<file path="src/hw/iolm_defs.vh">
// constants for the io line multiplexer
`ifndef IOLM_DEFS_VH
`define IOLM_DEFS_VH

`define IOLM_NUM_LINES 32
`define IOLM_NUM_LINES_SMALL 21
`define IOLM_PERIPH_ID 8'h02

// reset values of the per-line configuration
`define IOLM_RST_GPIO_EN 32'hffffffff
`define IOLM_RST_B_SEL 32'h00000000
`define IOLM_RST_OUT_EN 32'h00000000
`define IOLM_RST_OUT_DATA 32'h00000000
`define IOLM_RST_MULTI_DRV 32'h00000000
`define IOLM_RST_PULLUP_OFF 32'h00000000
`define IOLM_RST_FILTER_EN 32'h00000000
`define IOLM_RST_CHANGE_EN 32'h00000000
`define IOLM_RST_SYNC_MASK 32'h00000000

// peripheral function codes
`define IOLM_FN_W 5
`define IOLM_NUM_FN 24
`define IOLM_FN_NONE 5'h00
`define IOLM_FN_PULSE0 5'h01
`define IOLM_FN_PULSE1 5'h02
`define IOLM_FN_PULSE2 5'h03
`define IOLM_FN_PULSE3 5'h04
`define IOLM_FN_TMR0_A 5'h05
`define IOLM_FN_TMR0_B 5'h06
`define IOLM_FN_USART0_CLK 5'h07
`define IOLM_FN_TWO_WIRE_DATA 5'h08
`define IOLM_FN_SPI_CS0 5'h09
`define IOLM_FN_SPI_CS1 5'h0a
`define IOLM_FN_SPI_CS2 5'h0b
`define IOLM_FN_SPI_CS3 5'h0c
`define IOLM_FN_SPI_MISO 5'h0d
`define IOLM_FN_SPI_MOSI 5'h0e
`define IOLM_FN_SPI_CLK 5'h0f
`define IOLM_FN_DBG_RX 5'h10
`define IOLM_FN_DBG_TX 5'h11
`define IOLM_FN_SS_TX_DATA 5'h12
`define IOLM_FN_PROG_CLK1 5'h13
`define IOLM_FN_SS_RX_CLK 5'h14
`define IOLM_FN_SS_RX_FRAME 5'h15
`define IOLM_FN_FAST_INT 5'h16
`define IOLM_FN_EXT_INT0 5'h17

// analog inputs sit on lines 17 to 20
`define IOLM_ANALOG_BASE 17
`define IOLM_NUM_ANALOG 4

`endif

</file>
<file path="src/hw/iolm_line_filter.v">
// per-line input glitch filter
`timescale 1ns/10ps
`default_nettype none

module iolm_line_filter (
  // clock and reset
  input wire core_clk,
  input wire reset_n,
  // line
  input wire pad_level,
  input wire filter_en,
  output reg level_r
);

  reg last_r;
  reg level_nxt;

  // with the filter on, a new level is taken only once it has been seen on two edges in a row
  always @* begin
    if (filter_en) begin
      level_nxt = (pad_level == last_r) ? pad_level : level_r; // see RULE6
    end else begin
      level_nxt = pad_level;
    end
  end

  always @(posedge core_clk) begin
    if (!reset_n) begin
      last_r <= 1'b1;
      level_r <= 1'b1;
    end else begin
      last_r <= pad_level;
      level_r <= level_nxt;
    end
  end

endmodule // iolm_line_filter

`default_nettype wire

</file>
<file path="src/hw/iolm_io_line_multiplexer.v">
// io line multiplexer: per-line gpio, peripheral a/b select and pad control
`timescale 1ns/10ps
`default_nettype none
`include "iolm_defs.vh"

// Functional notes
// RULE1: handles 32 lines, or 21 in the reduced variant.
// RULE2: each line is gpio, peripheral a or peripheral b.
// RULE3: after reset gpio lines are inputs with pull-up on.
// RULE4: configuration changes through set and clear vectors only.
// RULE5: change detection and options work in every function.
// RULE6: optional filter rejects pulses shorter than a clock step.
// RULE7: multi-drive lines only pull low, otherwise released.
// RULE8: pull-up enable per line.
// RULE9: pin level always visible whatever the line does.
// RULE10: one synchronous write sets and clears several outputs.
// RULE11: an output function selected on many lines drives all of them.
// RULE12: lines 17 to 20 also feed analog inputs 0 to 3.
// RULE13: lines 0 to 3 carry pulse, two-wire, timer, usart clock, cs3.
// RULE14: line 9 debug rx/cs1, line 10 debug tx/cs2.
// RULE15: lines 11 to 14 spi a functions, pulse 0 to 3 b.
// RULE16: lines 19, 20 b are fast and external interrupt 0.
// RULE17: peripheral identifier is 2.
// RULE18: selected peripheral drives value and enable, gpio uses own registers.
module iolm_io_line_multiplexer #(
  parameter NUM_LINES = `IOLM_NUM_LINES
) (
  // clock and reset
  input wire core_clk,
  input wire reset_n,
  // configuration set and clear vectors
  input wire [31:0] gpio_en_set,
  input wire [31:0] gpio_en_clr,
  input wire [31:0] b_sel_set,
  input wire [31:0] b_sel_clr,
  input wire [31:0] out_en_set,
  input wire [31:0] out_en_clr,
  input wire [31:0] out_data_set,
  input wire [31:0] out_data_clr,
  input wire [31:0] multi_drv_set,
  input wire [31:0] multi_drv_clr,
  input wire [31:0] pullup_off_set,
  input wire [31:0] pullup_off_clr,
  input wire [31:0] filter_en_set,
  input wire [31:0] filter_en_clr,
  input wire [31:0] change_en_set,
  input wire [31:0] change_en_clr,
  input wire [31:0] sync_mask_set,
  input wire [31:0] sync_mask_clr,
  // synchronous output write
  input wire sync_write,
  input wire [31:0] sync_write_data,
  // change status acknowledge
  input wire [31:0] change_ack,
  // peripheral side
  input wire [`IOLM_NUM_FN-1:0] func_out,
  input wire [`IOLM_NUM_FN-1:0] func_oe,
  output reg [`IOLM_NUM_FN-1:0] func_in_r,
  output reg [`IOLM_NUM_ANALOG-1:0] analog_input_r,
  // pads
  input wire [31:0] pad_in,
  output reg [31:0] pad_out_r,
  output reg [31:0] pad_oe_n_r,
  output reg [31:0] pad_pullup_en_r,
  // status
  output reg [31:0] pin_level_r,
  output reg [31:0] change_status_r,
  output reg change_irq_r,
  output reg [31:0] gpio_en_r,
  output reg [31:0] out_data_r,
  output reg [7:0] periph_id_r
);

  localparam [31:0] LINE_MASK = (NUM_LINES >= 32) ? 32'hffffffff :
    ((32'h00000001 << NUM_LINES) - 32'h00000001);

  reg [31:0] b_sel_r;
  reg [31:0] out_en_r;
  reg [31:0] multi_drv_r;
  reg [31:0] pullup_off_r;
  reg [31:0] filter_en_r;
  reg [31:0] change_en_r;
  reg [31:0] sync_mask_r;
  reg [31:0] prev_level_r;
  reg [31:0] out_data_nxt;
  reg [`IOLM_NUM_FN-1:0] func_in_nxt;
  wire [31:0] filt_level;
  wire [31:0] drv_val;
  wire [31:0] drv_en;
  wire [31:0] change_evt;
  integer k;

  function [31:0] setclr;
    input [31:0] cur;
    input [31:0] set;
    input [31:0] clr;
    begin
      setclr = ((cur & ~clr) | set) & LINE_MASK; // see RULE4 see RULE1
    end
  endfunction

  // peripheral a function on each line
  function [`IOLM_FN_W-1:0] fn_a;
    input integer line;
    begin
      case (line)
        0: fn_a = `IOLM_FN_PULSE0; // see RULE13
        1: fn_a = `IOLM_FN_PULSE1;
        2: fn_a = `IOLM_FN_PULSE2;
        3: fn_a = `IOLM_FN_TWO_WIRE_DATA;
        9: fn_a = `IOLM_FN_DBG_RX; // see RULE14
        10: fn_a = `IOLM_FN_DBG_TX;
        11: fn_a = `IOLM_FN_SPI_CS0; // see RULE15
        12: fn_a = `IOLM_FN_SPI_MISO;
        13: fn_a = `IOLM_FN_SPI_MOSI;
        14: fn_a = `IOLM_FN_SPI_CLK;
        17: fn_a = `IOLM_FN_SS_TX_DATA;
        19: fn_a = `IOLM_FN_SS_RX_CLK; // see RULE16
        20: fn_a = `IOLM_FN_SS_RX_FRAME;
        default: fn_a = `IOLM_FN_NONE;
      endcase
    end
  endfunction

  // peripheral b function on each line
  function [`IOLM_FN_W-1:0] fn_b;
    input integer line;
    begin
      case (line)
        0: fn_b = `IOLM_FN_TMR0_A; // see RULE13
        1: fn_b = `IOLM_FN_TMR0_B;
        2: fn_b = `IOLM_FN_USART0_CLK;
        3: fn_b = `IOLM_FN_SPI_CS3;
        9: fn_b = `IOLM_FN_SPI_CS1; // see RULE14
        10: fn_b = `IOLM_FN_SPI_CS2;
        11: fn_b = `IOLM_FN_PULSE0; // see RULE15
        12: fn_b = `IOLM_FN_PULSE1;
        13: fn_b = `IOLM_FN_PULSE2;
        14: fn_b = `IOLM_FN_PULSE3;
        17: fn_b = `IOLM_FN_PROG_CLK1;
        19: fn_b = `IOLM_FN_FAST_INT; // see RULE16
        20: fn_b = `IOLM_FN_EXT_INT0;
        default: fn_b = `IOLM_FN_NONE;
      endcase
    end
  endfunction

  genvar i;
  generate
    for (i = 0; i < 32; i = i + 1) begin : g_line
      localparam [`IOLM_FN_W-1:0] FA = fn_a(i);
      localparam [`IOLM_FN_W-1:0] FB = fn_b(i);
      wire [`IOLM_FN_W-1:0] fsel;
      wire fval;
      wire fen;
      wire val;
      wire en;

      iolm_line_filter u_filter (
        .core_clk(core_clk),
        .reset_n(reset_n),
        .pad_level(pad_in[i]),
        .filter_en(filter_en_r[i]),
        .level_r(filt_level[i])
      );

      assign fsel = b_sel_r[i] ? FB : FA; // see RULE2
      // the same output function may appear on several lines
      assign fval = (fsel == `IOLM_FN_NONE) ? 1'b0 : func_out[fsel]; // see RULE11
      assign fen = (fsel == `IOLM_FN_NONE) ? 1'b0 : func_oe[fsel];
      assign val = gpio_en_r[i] ? out_data_r[i] : fval; // see RULE18
      assign en = gpio_en_r[i] ? out_en_r[i] : fen;
      // multi-drive releases the line instead of driving it high
      assign drv_val[i] = multi_drv_r[i] ? 1'b0 : val; // see RULE7
      assign drv_en[i] = (i < NUM_LINES) && en && !(multi_drv_r[i] && val);
      assign change_evt[i] = change_en_r[i] && (filt_level[i] != prev_level_r[i]); // see RULE5
    end
  endgenerate

  always @* begin
    out_data_nxt = setclr(out_data_r, out_data_set, out_data_clr);
    if (sync_write) begin
      out_data_nxt = ((out_data_nxt & ~sync_mask_r) |
        (sync_write_data & sync_mask_r)) & LINE_MASK; // see RULE10
    end
  end

  // an input function listens to every line that selects it
  always @* begin
    func_in_nxt = {`IOLM_NUM_FN{1'b0}};
    for (k = 0; k < 32; k = k + 1) begin
      if (k < NUM_LINES && !gpio_en_r[k]) begin
        if (b_sel_r[k]) begin
          func_in_nxt[fn_b(k)] = func_in_nxt[fn_b(k)] | filt_level[k];
        end else begin
          func_in_nxt[fn_a(k)] = func_in_nxt[fn_a(k)] | filt_level[k];
        end
      end
    end
    func_in_nxt[`IOLM_FN_NONE] = 1'b0;
  end

  always @(posedge core_clk) begin
    if (!reset_n) begin
      gpio_en_r <= `IOLM_RST_GPIO_EN; // see RULE3
      b_sel_r <= `IOLM_RST_B_SEL;
      out_en_r <= `IOLM_RST_OUT_EN;
      out_data_r <= `IOLM_RST_OUT_DATA;
      multi_drv_r <= `IOLM_RST_MULTI_DRV;
      pullup_off_r <= `IOLM_RST_PULLUP_OFF;
      filter_en_r <= `IOLM_RST_FILTER_EN;
      change_en_r <= `IOLM_RST_CHANGE_EN;
      sync_mask_r <= `IOLM_RST_SYNC_MASK;
      prev_level_r <= 32'hffffffff;
      change_status_r <= 32'h00000000;
      change_irq_r <= 1'b0;
      pin_level_r <= 32'hffffffff;
      pad_out_r <= 32'h00000000;
      pad_oe_n_r <= 32'hffffffff;
      pad_pullup_en_r <= 32'hffffffff;
      func_in_r <= {`IOLM_NUM_FN{1'b0}};
      analog_input_r <= {`IOLM_NUM_ANALOG{1'b0}};
      periph_id_r <= 8'h00;
    end else begin
      gpio_en_r <= setclr(gpio_en_r, gpio_en_set, gpio_en_clr);
      b_sel_r <= setclr(b_sel_r, b_sel_set, b_sel_clr);
      out_en_r <= setclr(out_en_r, out_en_set, out_en_clr);
      out_data_r <= out_data_nxt;
      multi_drv_r <= setclr(multi_drv_r, multi_drv_set, multi_drv_clr);
      pullup_off_r <= setclr(pullup_off_r, pullup_off_set, pullup_off_clr);
      filter_en_r <= setclr(filter_en_r, filter_en_set, filter_en_clr);
      change_en_r <= setclr(change_en_r, change_en_set, change_en_clr);
      sync_mask_r <= setclr(sync_mask_r, sync_mask_set, sync_mask_clr);
      prev_level_r <= filt_level;
      // a new change wins over an acknowledge in the same cycle
      change_status_r <= ((change_status_r & ~change_ack) | change_evt) & LINE_MASK;
      change_irq_r <= |(((change_status_r & ~change_ack) | change_evt) & LINE_MASK);
      pin_level_r <= filt_level & LINE_MASK; // see RULE9
      pad_out_r <= drv_val & LINE_MASK;
      pad_oe_n_r <= ~drv_en; // see RULE18
      pad_pullup_en_r <= ~pullup_off_r & LINE_MASK; // see RULE8
      func_in_r <= func_in_nxt;
      analog_input_r <= filt_level[`IOLM_ANALOG_BASE +: `IOLM_NUM_ANALOG]; // see RULE12
      periph_id_r <= `IOLM_PERIPH_ID; // see RULE17
    end
  end

endmodule // iolm_io_line_multiplexer

`default_nettype wire

</file>
<file path="config.mk">
export PLATFORM = sky130hd
export DESIGN_NAME = iolm_io_line_multiplexer
export DESIGN_NICKNAME = d
export VERILOG_FILES = /design/src/hw/iolm_line_filter.v /design/src/hw/iolm_io_line_multiplexer.v
export VERILOG_INCLUDE_DIRS = /design/src /design/src/hw
export SDC_FILE = /design/constraint.sdc
export NUM_CORES = 1
export LEC_CHECK = 0
export BUFFER_PORTS_ARGS = -buffer_cell sky130_fd_sc_hd__buf_4
export CAP_MARGIN = 10
export CORE_AREA = 2 2 381 383
export DETAILED_ROUTE_END_ITERATION = 10
export DIE_AREA = 0 0 383 385
export PLACE_DENSITY_LB_ADDON = 0.15
export REMOVE_ABC_BUFFERS = 1
export SYNTH_ARGS = -nofsm -noshare
export SYNTH_HDL_FRONTEND = slang
export SYNTH_SLANG_ARGS = --single-unit
</file>
<file path="constraint.sdc">
create_clock -name core_clk -period 1.5 [get_ports core_clk]
set_clock_uncertainty 0.2 [all_clocks]
set_input_delay 0.15 -clock core_clk [delete_from_list [all_inputs] [get_ports core_clk]]
set_output_delay 0.15 -clock core_clk [all_outputs]
set_load 0.03 [all_outputs]
</file>
# Yosys cells after proc, flatten, opt, wreduce, memory -nomap -nowiden
# Memory sizes are Yosys's and may differ from the RTL's.
# Index checks and enable logic that the tools add are counted.
# Widths: inputs -> output; s select.
op_classes:
  magnitude_cmp: 141
  eq_ne: 96
  n_mux: 729
  bitwise: 103
  n_reduce_logical: 238
op_table:
  columns: ["op", "n"]
  rows:
  - ["$mux 24", 64]
  - ["$bwmux 24", 62]
  - ["$mux 5", 130]
  - ["$bmux 1 s5", 88]
  - ["$not 32->32", 13]
  - ["$lt 5x6->1 const B", 69]
  - ["$and 32x32->32", 12]
  - ["$or 32x32->32", 11]
  - ["$demux 1 s5", 64]
  - ["$ge 5x1->1 const B", 64]
  - ["$mux 1", 309]
  - ["$logic_and 1x1->1", 160]
  - ["$logic_not 5->1", 13]
  - ["$ne 2x1->1 const B", 32]
  - ["$or 1x1->1", 64]
  - ["$reduce_or 2->1", 32]
  - ["$and 24x24->24", 2]
  - ["$eq 1x1->1", 32]
  - ["$logic_not 1->1", 32]
  - ["$mux 32", 1]
  - ["$ne 1x1->1", 32]
  - ["$reduce_or 32->1", 1]
  - ["$lt 4x6->1 const B", 5]
  - ["$lt 3x6->1 const B", 3]
  - ["other kinds (4)", 12]
totals:
  register_bits: 549
  rom_bits: 64
  inputBits: 723
  output_inout_bits: 261
  wordCells: 1423
  memories: 2
memory_table:
  columns: ["memory", "words", "word_bits", "read_ports", "rd_clocked_by_memory_dff", "wr", "line_no", "rtl"]
  rows:
  - ["(name not given)", 32, 1, 1, 0, 0, "iolm_io_line_multiplexer.v:196", "func_in_nxt[fn_a(k)] = func_in_nxt[fn_a(k)] | filt_level[k];"]
  - ["(name not given)", 32, 1, 1, 0, 0, "iolm_io_line_multiplexer.v:194", "func_in_nxt[fn_b(k)] = func_in_nxt[fn_b(k)] | filt_level[k];"]

# Longest topological paths before layout
depth:
  ltp_word: 195
  mapped_depth: 5
  ltp_nobuf: 5

# Modules after synthesis
# Synthesis repeated with hierarchy kept, for this count alone.
hier_totals:
  hier_cells: 1794
  area_unflattened_um2: 18276.3
modules_own_cells:
  columns: ["module", "n_inst", "cells_per_inst", "area_each_um2", "seq_area_each_um2"]
  rows:
  - ["iolm_io_line_multiplexer", 1, 1570, 16114.2, 9168.8]
  - ["iolm_line_filter", 32, 7, 67.6, 40.0]

# Worst setup path before layout
# Ideal clock, no wire load.
synth_path:
  kind: "register to register"
  from: "register prev_level_r[23]"
  to: "register change_irq_r"
  setup_ns: 0.127
  arrival_ns: 1.208
  t_required_ns: 1.173
  setup_slack_ns: -0.035
  stages_incl_launch_ff: 6
  n_path_buf: 0
  period_less_slack_ns: 1.535
  cell_sequence: "dfxtp_1 xor2_1 a21oi_2 nand4_1 nor4_1 a21boi_1"
synth_via:
  elab_chain_cells: 4
synth_lines:
  columns: ["element", "line_no", "rtl"]
  rows:
  - ["from (decl)", "iolm_io_line_multiplexer.v:84", "reg [31:0] prev_level_r;"]
  - ["from (signal assigned)", "iolm_io_line_multiplexer.v:234", "prev_level_r <= filt_level;"]
  - ["$ne 1x1->1", "iolm_io_line_multiplexer.v:176", "assign change_evt[i] = change_en_r[i] && (filt_level[i] != prev_level_r[i]);"]
  - ["$logic_and 1x1->1", "iolm_io_line_multiplexer.v:176", null]
  - ["$or 32x32->32", "iolm_io_line_multiplexer.v:237", "change_irq_r <= |(((change_status_r & ~change_ack) | change_evt) & LINE_MASK);"]
  - ["$reduce_or 32->1", "iolm_io_line_multiplexer.v:237", null]
  - ["to (signal assigned)", "iolm_io_line_multiplexer.v:237", null]
  - ["to (decl)", "iolm_io_line_multiplexer.v:68", "output reg change_irq_r,"]
# No other way between the ends.
# A chain may end at the register's enable or synchronous reset.

# Final worst setup path
layout_path:
  from: "register g_line[11].u_filter.level_r"
  to: "register change_irq_r"
layout_via:
  elab_chain_cells: 4
layout_lines:
  columns: ["element", "line_no", "rtl"]
  rows:
  - ["from (decl)", "iolm_line_filter.v:12", "output reg level_r"]
  - ["from (signal assigned)", "iolm_line_filter.v:33", "level_r <= level_nxt;"]
  - ["$ne 1x1->1", "iolm_io_line_multiplexer.v:176", null]
  - ["$logic_and 1x1->1", "iolm_io_line_multiplexer.v:176", null]
  - ["$or 32x32->32", "iolm_io_line_multiplexer.v:237", null]
  - ["$reduce_or 32->1", "iolm_io_line_multiplexer.v:237", null]
# No other way between the ends.

==> metrics.md <==
| Metric | Value |
|---|---|
| Outcome | `complete, but fails checks` |
| Failing checks | `setup timing` |
| ANT nets after route | `0` |
| RSZ-0062 raised after global routing | `true` |
| Max Slew Vio Count | `0` |
| Fin crit share | `111.0%` |
| Clk buf depth | `3` |
| CP Launch Type | `flip-flop` |
| Total wire length | `roughly 97 mm` |
| All-Layer GR Usage | `about 13%` |
| Final Hold Fails | `0` |
| CTS root buf | `clkbuf_16` |
| Yosys reg bits | `522` |
| Design area | `42,200 sq um` |
| Initial Util | `about an eighth` |
| Total power draw | `approximately 40 mW` |
| Worst Setup Slack, final | `-0.1647 ns` |
| Critical path type | `flip-flop to flip-flop` |
| Static leakage | `18.01 nW` |
| Initial antenna violation count | `19` |
| DR pass1 iterations | `4` |
| Largest net degree at the start of global routing | `47` |
| Ports | `about 980` |
| Gate Count Post-Synth | `~1.8k` |
| Max Freq | `600.7 MHz` |
| Slew headroom | `a little over half` |
| Clock Power Share | `between 40% and 50%` |
| Cell Rows | `between 100 and 150` |
| Global-route wire length before repair | `138.4 mm` |
| Arr. time, crit path | `between 1.5 and 2 ns` |
| P_sw | `10.40 mW` |
| Die area | `approximately 150,000 sq um` |
| Slowest-stage cell, CP | `dfxtp_2` |
| Hold slack final | `0.01638 ns` |
| Worst Path Required | `roughly 1.8 ns` |
| Register area share after synthesis | `57.25%` |
| Clock-pin slew on the worst setup and hold paths | `~0.060 ns` |
| Placed wire-length estimate | `a little over 70 mm` |
| Share of cells above drive strength 1 | `between 40% and 50%` |
| Clock Sinks | `roughly 520` |
| Number of global-route vias before repair | `between 20k and 25k` |
| CTS tree | `done` |
| Worst Hold Class | `primary input to flip-flop` |
| Post-placement cell area | `28,670 sq um` |
| Vias per cell | `around 3.5` |
| Layout area overhead | `131.2%` |
| Crit. End Element | `flip-flop` |
| Pint | `between 20 and 30 mW` |
| Comb power frac | `a little under a fifth` |
| Yosys warnings | `0` |
| Port bufs | `between 900 and 1k` |
| Core Box Area | `about 140,000 sq um` |
| Detailed router's first-iteration violation count | `between 400 and 500` |
| Max_cap viols | `0` |
| Slew @ Worst Pin | `between 0.6 and 0.7 ns` |
| DRC | `0` |
| Switching Fraction | `25.90%` |
| Clock Latency Late Sink | `0.63 ns` |
| PwrDens | `around 950 nW/um^2` |
| CP max FO | `2` |
| Place WS | `-0.3794 ns` |
| Nets | `~4.6k` |
| GR Overflow Total | `0` |
| Mean Syn Cell Area | `a little over 10 sq um` |
| Finished Layout Cells | `approximately 5.8k` |
| Setup violations, final | `51` |
| Via Count | `between 20k and 25k` |
| Synth cell types | `30` |
| Slowest stage delay, CP | `0.32 ns` |
| Placer congestion estimate | `0.7768` |
| Maximum VDD drop | `746.4 uV` |
| Sequential Power Share | `a little under two fifths` |
| Clock buffer count from CTS | `a little over 70` |
| Die X | `383 um` |
| H-tree depth | `3` |
| Post-synth design cell area | `roughly 18,000 sq um` |
| Crit-path cells | `xor2_1 -> a21oi_1 -> buf_4 -> nand4_1 -> buf_6 -> nor4_4 -> a21boi_1` |
| Final Critical Period | `1.665 ns` |
| Drt wl/cell | `between 15 and 20 um` |
| Cell Count Post-Placement | `4,732` |
| Die Ht | `385 um` |
cell usage in the layout (no fill, tap or decap), types with 2 or more instances in the layout:
cell type,instances
buf_4,847
nand2_1,99
xor2_1,32
dfxtp_2,230
buf_12,20
and2b_1,9
bufinv_16,4
o21a_1,205
dlymetal6s4s_1,3
nor3_1,3
conb_1,8
buf_8,19
inv_1,51
clkbuf_1,16
inv_6,6
nand4_1,27
a21oi_2,12
o21ai_1,16
nand2b_1,127
nand4b_1,2
nand3b_1,32
dfxtp_1,244
nor2_1,27
clkbuf_16,73
clkinv_2,12
dfxtp_4,48
nor4bb_1,7
clkbuf_8,14
a21oi_1,161
mux2i_1,25
nor2b_1,247
o211ai_1,14
o21ai_0,62
and4b_1,24
dlygate4sd3_1,875
buf_6,280
diode_2,11
nor3b_1,17
per-layer routing:
layer	vias up	routed length [um]	share of wire, %	global-route usage [%]
met3	157	6660	6.9	4.387
li1	10248	-	-	-
met2	604	47430	49	21.73
met4	12	3390	3.5	4.965
met5	-	89	0.092	0
met1	9478	39320	41	14.38
what timing repair did:
action,in CTS,in global routing
gates resized for setup,628,54
endpoints found under the setup margin,254,300
endpoints found under the hold margin,515,6
hold buffers,889,6
setup buffers,66,9
pin swaps,9,4
area by class of cell:
class	instances	area [sq um]
tap	1903	2381
timing repair buffer	2044	18990
inverter	51	191.4
clock inverter	23	241.5
multi-input combinational	1166	7366
clock buffer	103	2079
fill	15106	100900
sequential	522	10920
antenna	11	27.53
cells in the mapped netlist:
library cell  number  area, sq um
dfxtp_1          522        10450
nor2b_1          247         1545
o21a_1           205         1539
a21oi_1          168        840.8
nand2b_1         127        794.5
nand2_1          100        375.4
o21ai_0           78        390.4
inv_1             51        191.4
buf_2             38        190.2
nand3b_1          32        240.2
xor2_1            32        280.3
nor2_1            28        105.1
nand4_1           27        168.9
mux2i_1           26        260.3
and4b_1           24        240.2
clkbuf_1          22        82.58
nor3b_1           18        135.1
o211ai_1          14        105.1
and2b_1            9        67.56
buf_4              8        60.06
nor4bb_1           7        70.07
a21oi_2            5        43.79
nor3_1             3        15.01
nand4b_1           2        17.52
nor4_1             2        12.51
a21boi_1           1        7.510
a31oi_1            1        6.260
and2_1             1        6.260
conb_1             1        3.750
o31ai_1            1        7.510
stage by stage:
stage	util (%)	setup TNS, ns
finish	29.48	-2.334
global route	29.47	-14.77
CTS	29.41	-16.28
detailed placement	20.03	-0.3794
global placement	20.03	-0.3605
floorplan	-	-0.03536
sequential cells by signal, summed over array words and instances (netlist names):
name / count
analog_input_r: 4
b_sel_r: 13
change_en_r: 32
change_irq_r: 1
change_status_r: 32
filter_en_r: 32
func_in_r: 23
g_line.u_filter.last_r: 32
g_line.u_filter.level_r: 32
gpio_en_r: 32
multi_drv_r: 32
out_data_r: 32
out_en_r: 32
pad_oe_n_r: 32
pad_out_r: 32
pad_pullup_en_r: 32
periph_id_r: 1
prev_level_r: 32
pullup_off_r: 32
sync_mask_r: 32
kinds of logic (layout without fill, tap and decap cells):
logic type	Yosys count	in the layout	share of synthesized area [%]
simple gates	627	627	20.78
flops	522	522	57.25
compound gates	473	473	16.11
buf+inv	119	2221	2.872
xor+xnor	32	32	1.536
mux	26	26	1.426
other cells	1	19	0.02055
final timing paths:
check                         startpoint                 end  slack [ns]  cells past startpoint
min                           sync_write       out_data_r[5]        0.02                      6
max          g_line[11].u_filter.level_r        change_irq_r       -0.16                      7
max reg2reg  g_line[11].u_filter.level_r        change_irq_r       -0.16                      7
min reg2reg              pullup_off_r[4]  pad_pullup_en_r[4]        0.17                      1
power groups by stage:
stage	clock network [mW]	logic, mW	registers [mW]
floorplan	0	1.21	16.1
global placement	0	5.17	15.5
detailed placement	0	5.15	15.5
CTS	17.9	7.78	15.3
global route	18.5	8.27	15.4
finish	17.2	7.70	15.3
critical path, delay by kind of cell, from the launching register on:
kind / cells / cell delay, ns
AO/OA/AOI/OAI: 2 / 0.24
XOR/XNOR: 1 / 0.15
buffers and inverters: 2 / 0.36
flip-flops: 1 / 0.32
AND/OR/NAND/NOR: 2 / 0.26
No activity file was read; power rests on OpenSTA's default activity.
